<file path="config.mk">
export PLATFORM = sky130hd
export DESIGN_NAME = psc_ctrl
export DESIGN_NICKNAME = d
export VERILOG_FILES = /design/src/psc_pkg.sv /design/src/psc_ctrl.sv /design/src/psc_sync.sv /design/src/psc_wake.sv
export SDC_FILE = /design/constraint.sdc
export NUM_CORES = 1
export LEC_CHECK = 0
export BUFFER_PORTS_ARGS = -buffer_cell sky130_fd_sc_hd__buf_2
export CORE_MARGIN = 4
export CORE_UTILIZATION = 47
export DETAILED_ROUTE_END_ITERATION = 8
export PLACE_DENSITY_LB_ADDON = 0.2
export SLEW_MARGIN = 20
export SYNTH_ARGS = -nofsm -noshare
export SYNTH_HDL_FRONTEND = slang
export SYNTH_SLANG_ARGS = --single-unit
</file>
<file path="constraint.sdc">
create_clock -name core_clk -period 5.35 [get_ports core_clk]
set_clock_uncertainty 0.05 [all_clocks]
set_input_delay 0.2675 -clock core_clk [delete_from_list [all_inputs] [get_ports core_clk]]
set_output_delay 0.2675 -clock core_clk [all_outputs]
set_load 0.01 [all_outputs]
</file>
<file path="src/psc_pkg.sv">
// What this block does
// - power save control is an 8-bit register, reset value zero.
// - writing one to the stop request bit asks for software stop.
// - hardware clears the stop request bit when software stop ends.
// - bit 7 masks nmi line 2; one prohibits, zero permits.
// - bit 6 masks nmi line 1; one prohibits, zero permits.
// - bit 5 masks nmi line 0; one prohibits, zero permits.
// - bit 4 masks all 64 maskable interrupt inputs.
// - masked requests are dropped, never held pending, cannot end stop.
// - mask bits written together with stop request are ignored.
// - permitted request ends stop unless irq mask registers block it.
// - control register takes whole byte and single bit accesses.
// - only the first control write after an unlock write is accepted.
// - any byte value written to the unlock register unlocks.
// - unlock register takes byte writes only; its read is undefined.
// - no interrupt is acknowledged on the unlock store.
// - control register reads need no unlock step.
// - in stop, cpu clock, clock generator and peripherals halt.
// - reset ends stop and acts as a normal reset.
package psc_pkg;
    localparam logic [31:0] UNLOCK_ADDR    = 32'hFFFFF1FC;
    localparam logic [31:0] CONTROL_ADDR   = 32'hFFFFF1FE;
    localparam logic [7:0]  CONTROL_RESET  = 8'h00;
    localparam logic [7:0]  WRITABLE_BITS  = 8'hF2;
    localparam logic [7:0]  MASK_BITS      = 8'hF0;
    localparam logic [7:0]  UNLOCK_READ    = 8'h00;
    localparam int          NMI_LINE2_REQUEST_MASK_POS  = 7;
    localparam int          NMI_LINE1_REQUEST_MASK_POS  = 6;
    localparam int          NMI_LINE0_REQUEST_MASK_POS  = 5;
    localparam int          IRQ_MASK_POS   = 4;
    localparam int          STOP_REQ_POS   = 1;
    localparam int          IRQ_COUNT      = 64;
    localparam int          NMI_COUNT      = 3;
    localparam logic [1:0]  BITOP_SET      = 2'h0;
    localparam logic [1:0]  BITOP_CLEAR    = 2'h1;
    localparam logic [1:0]  BITOP_INVERT   = 2'h2;

    typedef enum logic [1:0] {
        ST_RUN  = 2'b01,
        ST_STOP = 2'b10
    } psc_state_type;
endpackage : psc_pkg

</file>
<file path="src/psc_ctrl.sv">
`timescale 1ns/1ps
module psc_ctrl #(
    parameter int IRQS = 64
) (
    input  wire logic            core_clk,
    input  wire logic            rst,
    input  wire logic [31:0]     cpu_addr,
    input  wire logic            cpu_wr,
    input  wire logic            cpu_rd,
    input  wire logic            cpu_bit_op,
    input  wire logic [1:0]      cpu_bit_kind,
    input  wire logic [2:0]      cpu_bit_sel,
    input  wire logic [7:0]      cpu_wdata,
    input  wire logic            cpu_instr_done,
    input  wire logic            nmi_pin_0,
    input  wire logic            nmi_pin_1,
    input  wire logic            nmi_pin_2,
    input  wire logic [IRQS-1:0] maskable_irq_inputs,
    input  wire logic [IRQS-1:0] irq_service_en,
    output logic      [7:0]      cpu_rdata_r,
    output logic                 cpu_rd_valid_r,
    output logic                 irq_ack_inhibit_r,
    output logic                 write_rejected_r,
    output logic                 soft_stop_active_r,
    output logic                 cpu_clk_stop_r,
    output logic                 clk_gen_stop_r,
    output logic                 periph_halt_r
);
    // ------------------------------------------------------------
    // decode
    // ------------------------------------------------------------
    function automatic logic hit(input logic [31:0] a,
                                 input logic [31:0] target);
        hit = (a == target);
    endfunction : hit

    function automatic logic [7:0] bit_modify(input logic [7:0] cur,
                                              input logic [1:0] kind,
                                              input logic [2:0] sel);
        logic [7:0] onehot;
        onehot = 8'h01 << sel;
        case (kind)
            psc_pkg::BITOP_SET:    bit_modify = cur | onehot;
            psc_pkg::BITOP_CLEAR:  bit_modify = cur & ~onehot;
            psc_pkg::BITOP_INVERT: bit_modify = cur ^ onehot;
            default:               bit_modify = cur;
        endcase
    endfunction : bit_modify

    logic unlock_wr;
    logic ctrl_wr;
    logic ctrl_rd;
    logic unlock_rd;

    // the unlock register ignores single bit operations
    assign unlock_wr = cpu_wr && !cpu_bit_op
                       && hit(cpu_addr, psc_pkg::UNLOCK_ADDR);
    assign ctrl_wr   = cpu_wr && hit(cpu_addr, psc_pkg::CONTROL_ADDR);
    assign ctrl_rd   = cpu_rd && hit(cpu_addr, psc_pkg::CONTROL_ADDR);
    assign unlock_rd = cpu_rd && hit(cpu_addr, psc_pkg::UNLOCK_ADDR);

    // ------------------------------------------------------------
    // request inputs
    // ------------------------------------------------------------
    logic [2:0]      nmi_sync;
    logic [IRQS-1:0] irq_sync;
    logic            wake_r;

    psc_sync #(.WIDTH(3)) u_nmi_sync (
        .core_clk (core_clk),
        .rst      (rst),
        .async_in ({nmi_pin_2, nmi_pin_1, nmi_pin_0}),
        .sync_out (nmi_sync)
    );

    psc_sync #(.WIDTH(IRQS)) u_irq_sync (
        .core_clk (core_clk),
        .rst      (rst),
        .async_in (maskable_irq_inputs),
        .sync_out (irq_sync)
    );

    logic [7:0] psc_r;
    logic [7:0] psc_nxt;

    psc_wake #(.IRQS(IRQS)) u_wake (
        .core_clk       (core_clk),
        .rst            (rst),
        .nmi_req        (nmi_sync),
        .nmi_mask       ({psc_r[psc_pkg::NMI_LINE2_REQUEST_MASK_POS],
                          psc_r[psc_pkg::NMI_LINE1_REQUEST_MASK_POS],
                          psc_r[psc_pkg::NMI_LINE0_REQUEST_MASK_POS]}),
        .irq_req        (irq_sync),
        .irq_mask       (psc_r[psc_pkg::IRQ_MASK_POS]),
        .irq_service_en (irq_service_en),
        .wake_r         (wake_r)
    );

    // ------------------------------------------------------------
    // unlock and control register
    // ------------------------------------------------------------
    psc_pkg::psc_state_type state_r;
    psc_pkg::psc_state_type state_nxt;

    logic       unlock_r;
    logic       unlock_nxt;
    logic       rejected_nxt;
    logic [7:0] wval;

    always_comb begin
        unlock_nxt   = unlock_r;
        rejected_nxt = 1'b0;
        psc_nxt      = psc_r;
        wval         = cpu_bit_op ? bit_modify(psc_r, cpu_bit_kind,
                                               cpu_bit_sel)
                                  : cpu_wdata;
        if (unlock_wr) begin
            unlock_nxt = 1'b1;
        end else if (ctrl_wr) begin
            unlock_nxt = 1'b0;
        end else if (cpu_instr_done) begin
            // a stray instruction between the pair drops the key
            unlock_nxt = 1'b0;
        end
        if (ctrl_wr && unlock_r) begin
            psc_nxt = wval & psc_pkg::WRITABLE_BITS;
            if (wval[psc_pkg::STOP_REQ_POS]) begin
                psc_nxt = (psc_nxt & ~psc_pkg::MASK_BITS)
                          | (psc_r & psc_pkg::MASK_BITS);
            end
        end else if (ctrl_wr) begin
            rejected_nxt = 1'b1;
        end
        if (state_r == psc_pkg::ST_STOP && wake_r) begin
            psc_nxt[psc_pkg::STOP_REQ_POS] = 1'b0;
        end
    end

    always_ff @(posedge core_clk or posedge rst) begin
        if (rst) begin
            psc_r            <= psc_pkg::CONTROL_RESET;
            unlock_r         <= 1'b0;
            write_rejected_r <= 1'b0;
        end else begin
            psc_r            <= psc_nxt;
            unlock_r         <= unlock_nxt;
            write_rejected_r <= rejected_nxt;
        end
    end

    // ------------------------------------------------------------
    // stop sequencing
    // ------------------------------------------------------------
    logic inhibit_nxt;

    always_comb begin
        state_nxt = state_r;
        case (state_r)
            psc_pkg::ST_RUN: begin
                if (psc_r[psc_pkg::STOP_REQ_POS]) begin
                    state_nxt = psc_pkg::ST_STOP;
                end
            end
            psc_pkg::ST_STOP: begin
                if (wake_r) begin
                    state_nxt = psc_pkg::ST_RUN;
                end
            end
            default: state_nxt = psc_pkg::ST_RUN;
        endcase
        // the core must not take an interrupt on the unlock store
        inhibit_nxt = unlock_nxt;
    end

    always_ff @(posedge core_clk or posedge rst) begin
        if (rst) begin
            state_r            <= psc_pkg::ST_RUN;
            soft_stop_active_r <= 1'b0;
            cpu_clk_stop_r     <= 1'b0;
            clk_gen_stop_r     <= 1'b0;
            periph_halt_r      <= 1'b0;
            irq_ack_inhibit_r  <= 1'b0;
        end else begin
            state_r            <= state_nxt;
            soft_stop_active_r <= (state_nxt == psc_pkg::ST_STOP);
            cpu_clk_stop_r     <= (state_nxt == psc_pkg::ST_STOP);
            clk_gen_stop_r     <= (state_nxt == psc_pkg::ST_STOP);
            periph_halt_r      <= (state_nxt == psc_pkg::ST_STOP);
            irq_ack_inhibit_r  <= inhibit_nxt;
        end
    end

    // ------------------------------------------------------------
    // read path
    // ------------------------------------------------------------
    logic [7:0] rdata_nxt;
    logic       rd_valid_nxt;

    always_comb begin
        rdata_nxt    = 8'h00;
        rd_valid_nxt = 1'b0;
        if (ctrl_rd) begin
            rdata_nxt    = psc_r;
            rd_valid_nxt = 1'b1;
        end else if (unlock_rd) begin
            rdata_nxt    = psc_pkg::UNLOCK_READ;
            rd_valid_nxt = 1'b1;
        end
    end

    always_ff @(posedge core_clk or posedge rst) begin
        if (rst) begin
            cpu_rdata_r    <= 8'h00;
            cpu_rd_valid_r <= 1'b0;
        end else begin
            cpu_rdata_r    <= rdata_nxt;
            cpu_rd_valid_r <= rd_valid_nxt;
        end
    end
endmodule : psc_ctrl

</file>
<file path="src/psc_sync.sv">
`timescale 1ns/1ps
module psc_sync #(
    parameter int WIDTH = 1
) (
    input  wire logic             core_clk,
    input  wire logic             rst,
    input  wire logic [WIDTH-1:0] async_in,
    output logic      [WIDTH-1:0] sync_out
);
    // first stage is read only by the second stage
    logic [WIDTH-1:0] meta_r;

    always_ff @(posedge core_clk or posedge rst) begin
        if (rst) begin
            meta_r   <= '0;
            sync_out <= '0;
        end else begin
            meta_r   <= async_in;
            sync_out <= meta_r;
        end
    end
endmodule : psc_sync

</file>
<file path="src/psc_wake.sv">
`timescale 1ns/1ps
module psc_wake #(
    parameter int IRQS = 64
) (
    input  wire logic            core_clk,
    input  wire logic            rst,
    input  wire logic [2:0]      nmi_req,
    input  wire logic [2:0]      nmi_mask,
    input  wire logic [IRQS-1:0] irq_req,
    input  wire logic            irq_mask,
    input  wire logic [IRQS-1:0] irq_service_en,
    output logic                 wake_r
);
    logic wake_nxt;

    // plain level gating: a masked request leaves no trace behind
    always_comb begin
        wake_nxt = (|(nmi_req & ~nmi_mask));
        if (!irq_mask && |(irq_req & irq_service_en)) begin
            wake_nxt = 1'b1;
        end
    end

    always_ff @(posedge core_clk or posedge rst) begin
        if (rst) begin
            wake_r <= 1'b0;
        end else begin
            wake_r <= wake_nxt;
        end
    end
endmodule : psc_wake

</file>
======== Word-level counts from Yosys, hierarchy flattened ========
Index checks and enable logic that the tools add are counted.
Widths: inputs -> output; s select.
storage, ports and cells
  flip-flop bits (word level) ............. 157
  input bits .............................. 182
  output and inout port bits .............. 15
  logic and storage cells ................. 64
operators by class
  eq/ne operators ......................... 8
  shift operators ......................... 1
  muxes and demuxes ....................... 17
  bitwise gates (word level) .............. 8
  reductions and logical operators ........ 16
operators with widths
  cell                  count
  $and 64x64->64        1
  $eq 32x32->1 const B  2
  $reduce_or 64->1      1
  $mux 8                3
  $pmux 8 s3            1
  $mux 1                9
  $and 8x8->8           1
  $logic_and 1x1->1     8
  $not 8->8             1
  $or 2x8->8            1
  $or 8x8->8            1
  $shl 1x3->8 const A   1
  $xor 8x8->8           1
  $eq 2x2->1 const B    3
  $mux 2                3
  $ne 5x1->1 const B    1
  $eq 2x1->1 const B    2
  $pmux 2 s2            1
  $and 3x3->3           1
  $not 3->3             1
  $reduce_bool 3->1     1
  $reduce_or 3->1       1
  $logic_not 1->1       2
  $logic_not 2->1       1
  other kinds (2)       2

======== Depth between registers and ports, before layout ========
  depth in word-level cells ............... 9
  gate-level depth with buffers ........... 8
  mapped depth without buffers ............ 8

======== By module ========
Synthesis repeated with hierarchy kept, for this count alone.
unflattened totals
  cell total of the unflattened synthesis .. 303
  area, all modules ....................... 4994.8 µm²
by module, submodules not included
  module                  instances  cells an instance  area an instance (µm²)  seq. area each (µm²)
  psc_sync at u_irq_sync  1          129                3206.8                  3203.1
  psc_ctrl                1          123                1217.4                  401.6
  psc_wake                1          44                 416.6                   25.0
  psc_sync at u_nmi_sync  1          7                  153.9                   150.1

======== Least setup slack after synthesis ========
No wires, ideal clock.
  path kind ............................... in2reg
  start point ............................. input cpu_bit_sel[1]
  end point ............................... register psc_r[4]
  library setup time ...................... 0.079 ns
  arrival ................................. 2.095 ns
  required time ........................... 5.221 ns
  slack ................................... 3.126 ns
  stages on the path ...................... 6
  buffers on the path ..................... 0
  cells stage by stage .................... or3b_2 ha_1 mux4_2 o22a_2 nor3_4 mux2i_1
between the ends
  word-level cells in the longest chain between the ends .. 7
  elaborated cells on any way between the ends .. 10
ends and longest elaborated chain
  what                               RTL line         source
  start, declared                    psc_ctrl.sv:12   input wire logic [2:0] cpu_bit_sel,
  $shl 1x3->8 (*)                    psc_ctrl.sv:41   onehot = 8'h01 << sel;
  $not 8->8                          psc_ctrl.sv:44   psc_pkg::BITOP_CLEAR: bit_modify = cur & ~onehot;
  $and 8x8->8                        psc_ctrl.sv:44
  $pmux 8 s3 (*)                     psc_ctrl.sv:42   case (kind)
  $mux 8 (*)                         psc_ctrl.sv:114  wval = cpu_bit_op ? bit_modify(psc_r, cpu_bit_kind,
  $ne 5x1->1 (no source line)        --
  $reduce_and 2->1 (no source line)  --
  end signal, assigned               psc_ctrl.sv:141  psc_r <= psc_pkg::CONTROL_RESET;
  end signal, assigned               psc_ctrl.sv:145  psc_r <= psc_nxt;
  end, declared                      psc_ctrl.sv:83   logic [7:0] psc_r;
Mark *: on every way between the ends. The rest lies on a longest branch, timed or not.
A chain may end at the register's enable or synchronous reset.

======== Worst setup path after layout ========
  start point ............................. register psc_r[1]
  end point ............................... register psc_r[7]
between the ends
  word-level cells in the longest chain between the ends .. 5
  elaborated cells on any way between the ends .. 8
ends and longest elaborated chain
  what                                 RTL line         source
  $xor 8x8->8 (tied with other cells)  psc_ctrl.sv:45   psc_pkg::BITOP_INVERT: bit_modify = cur ^ onehot;
  $pmux 8 s3 (*)                       psc_ctrl.sv:42
  $mux 8 (*)                           psc_ctrl.sv:114
  $ne 5x1->1 (no source line)          --
  $reduce_and 2->1 (no source line)    --
Marked as above.

==> out/results.tsv <==
stage	metric	value	unit
timing	fin_crit_sh	0.4027	
timing	hold_viol	0	
drt	ant_nets	0	
yosys	syn_area	4880	µm²
die	io_pins	197	
die	dieArea	12080	µm²
pwr	p_leak	3.576	nW
yosys	yosysTopAreaCell	dfrtp_1	
yosys	yosysWarnings	0	
die	initial_utilization	0.4902	
critical_path	slowest_stage	mux4_2	
placed_design	placed_cells	610	
clock_tree	cts_setup_buffers	0	
critical_path	cp_max_fo	6	
critical_path	crit_required	5.73	ns
yosys	ys_types	42	
global_routing	grt_pass1_wl	17380	µm
drt	drt_wl_total	11370	µm
clock_tree	clk_latency	0.51	ns
global_routing	grt_max_degree	98	
drt	post_drt_wl_per_cell	15.90	µm
die	die_x	109.9	µm
yosys	synth_top_area_frac	0.7692	
critical_path	critPathMaxStageDelay	0.46	ns
layout	finalInstanceArea	7287	µm²
drt	drt_pass1_iterations	4	
drt	via_count	3386	
timing	max-slew-margin-rel	0.4525	
clock_tree	tritoncts.num_buffers	17	
drt	vias_per_cell	4.736	
global_routing	gr-total-overflow	0	
clock_tree	path_clk_slew	0.06	ns
drt	remaining_drc_errors	0	
drt	drt_iter0_drc	152	
yosys	netlist_instances	292	
pwr	p_per_area	353.7	nW/µm²
timing	slew_violations	0	
clock_tree	htree_levels	4	
job	cap_violations	0	
yosys	synthArstFlopShare	1.000	
layout	final_common_cell	buf_2	
critical_path	worstSetupStartpointType	flip-flop	
timing	fmax	464.1	MHz
yosys	synth_area_leaders	dfrtp_1 (77%), ha_1 (3.1%), a221oi_1 (2.9%)	
critical_path	cp_data_arrival_time	2.53	ns
yosys	synth_area_per_cell	16.71	µm²
clock_tree	cts_tree	yes	
pwr	ir_worst_vdd	0.2418	mV
clock_tree	clockRootBuffer	clkbuf_8	
global_routing	grt_pass1_vias	3708	
timing	worstMarginPinSlew	0.8213	ns
clock_tree	cts.sinks	151	
placed_design	dpl_cell_area	5952	µm²
layout	utilization	0.7320	
yosys	ys_ff_latch	151	
global_routing	antenna_found_initial	0	
yosys	ys.flop_type	dfrtp_1	
yosys	ys_seq_area_frac	0.7746	
placed_design	portBuffers	190	
layout	nets	763	
clock_tree	cts_buffer_depth	2	
global_routing	grt_use_total	0.2005	
die	rows	36	
timing	finalSetupViolations	0	
critical_path	crit_type	reg2reg	
critical_path	cp-end-kind	flip-flop	
min_path	hold_class	in2reg	
layout	layout-drive-gt1-share	0.3959	
timing	period_needed	2.155	ns
placed_design	hpwl	7482	µm
status	status	complete, no violations	
timing	rsz0062_at_grt	no	
die	design.core.area	9955	µm²
placed_design	place.gp.congestion	0.7899	
timing	setup_tns	0	ns
layout	areaGrowthSynthToFinish	49.33	%
layout	fin_cells	715	
die	fp.dieH	109.9	µm
layout	final_cell_mix	buf_2 (190), dfrtp_1 (150), dlygate4sd3_1 (73)	
critical_path	crit_chain	inv_1, ha_1, mux4_2, o22a_2, nor3_4, mux2i_1	
clock_tree	post_cts_resized	0	
yosys	synth_enable_flop_cells	0	
## flip-flops by register name, summed over array words and instances, names as in the netlist
name and count:
cpu_rd_valid_r 1, cpu_rdata_r 5, irq_ack_inhibit_r 1, periph_halt_r 1
psc_r 5, state_r 2, u_irq_sync.meta_r 64, u_irq_sync.sync_out 64
u_nmi_sync.meta_r 3, u_nmi_sync.sync_out 3, u_wake.wake_r 1, write_rejected_r 1
## through the flow
step	hold WS, ns	setup slack (ns)	power [W]
after detailed placement	0.2847	2.845	0.001357
after global placement	0.2812	2.867	0.001349
final	0.02735	3.195	0.002577
after floorplan	0.2489	0.9694	0.001275
after CTS	0.002724	3.178	0.002593
after global routing	0.04532	3.073	0.002678
## power by group
| part | total [W] | internal (W) | switching (W) |
|---|---|---|---|
| Clock | 0.00120 | 0.000757 | 0.000443 |
| Sequential | 0.00121 | 0.00119 | 0.0000146 |
| Combinational | 0.000169 | 0.000101 | 0.0000685 |
## layout make-up
cell class              instances  area (µm²)
clock buffers                  20       425.4
inverters                      14       57.56
repair buffers                264        1689
flip-flops and latches        151        3780
fillers                       646        2668
multi-input cells             121       989.7
diodes                          1       2.502
well taps                     133       166.4
clock inverters                11       176.4
## metal layers
layer / vias to the layer above / global-route usage / share of wire / routed length [µm]
li1: 1590 / - / - / -
met4: 0 / 0.08281 / 0.015 / 176
met3: 16 / 0.06988 / 0.097 / 1103
met1: 1625 / 0.2125 / 0.35 / 3965
met5: - / 0 / 0 / 0
met2: 155 / 0.3605 / 0.54 / 6124
## critical path, delay by kind of cell, from the launching register on
| kind | cells | cell delay, ns |
|---|---|---|
| AOI/OAI and AO/OA | 1 | 0.23 |
| adders and majority gates | 1 | 0.29 |
| buffers and inverters | 1 | 0.11 |
| DFF | 1 | 0.42 |
| muxes | 2 | 0.69 |
| and+or+nand+nor | 1 | 0.27 |
## logic make-up after synthesis
kind of cell | count (synthesis) | share of synthesized area
muxes | 9 | 0.02103
and+or+nand+nor | 45 | 0.06462
DFF | 151 | 0.7746
AOI/OAI and AO/OA | 52 | 0.08410
other | 1 | 0.0007685
buffers and inverters | 22 | 0.02410
adders and majority gates | 12 | 0.03077
## repair_timing
action / 4_1_cts / 5_1_grt
endpoints found under the hold margin: 166 / 0
hold buffers: 73 / 0
endpoints found under the setup margin: 0 / 0
## synth_stat cells (2+ instances only)
| library cell | count |
|---|---|
| a21oi_1 | 3 |
| a221oi_1 | 16 |
| a22o_1 | 16 |
| buf_4 | 6 |
| dfrtp_1 | 150 |
| ha_1 | 12 |
| inv_1 | 14 |
| mux2i_1 | 8 |
| nand2_1 | 9 |
| nand3_1 | 2 |
| nand3b_1 | 3 |
| nand4_1 | 9 |
| nor2_1 | 7 |
| o211ai_1 | 4 |
| o21ai_0 | 6 |
## worst paths after layout
| path | from | to | slack [ns] | cells after the start |
|---|---|---|---|---|
| max in group asynchronous | rst | u_irq_sync.meta_r[42] | 3.60 | 4 |
| worst max register to register | psc_r[1] | psc_r[7] | 3.20 | 6 |
| min in group asynchronous | rst | u_irq_sync.meta_r[40] | 0.42 | 3 |
| worst min register to register | u_irq_sync.meta_r[61] | u_irq_sync.sync_out[61] | 0.29 | 0 |
| worst min-delay path | cpu_wdata[4] | psc_r[4] | 0.03 | 3 |
| worst max-delay path | psc_r[1] | psc_r[7] | 3.20 | 6 |
No activity file was read; power rests on OpenSTA's default activity.
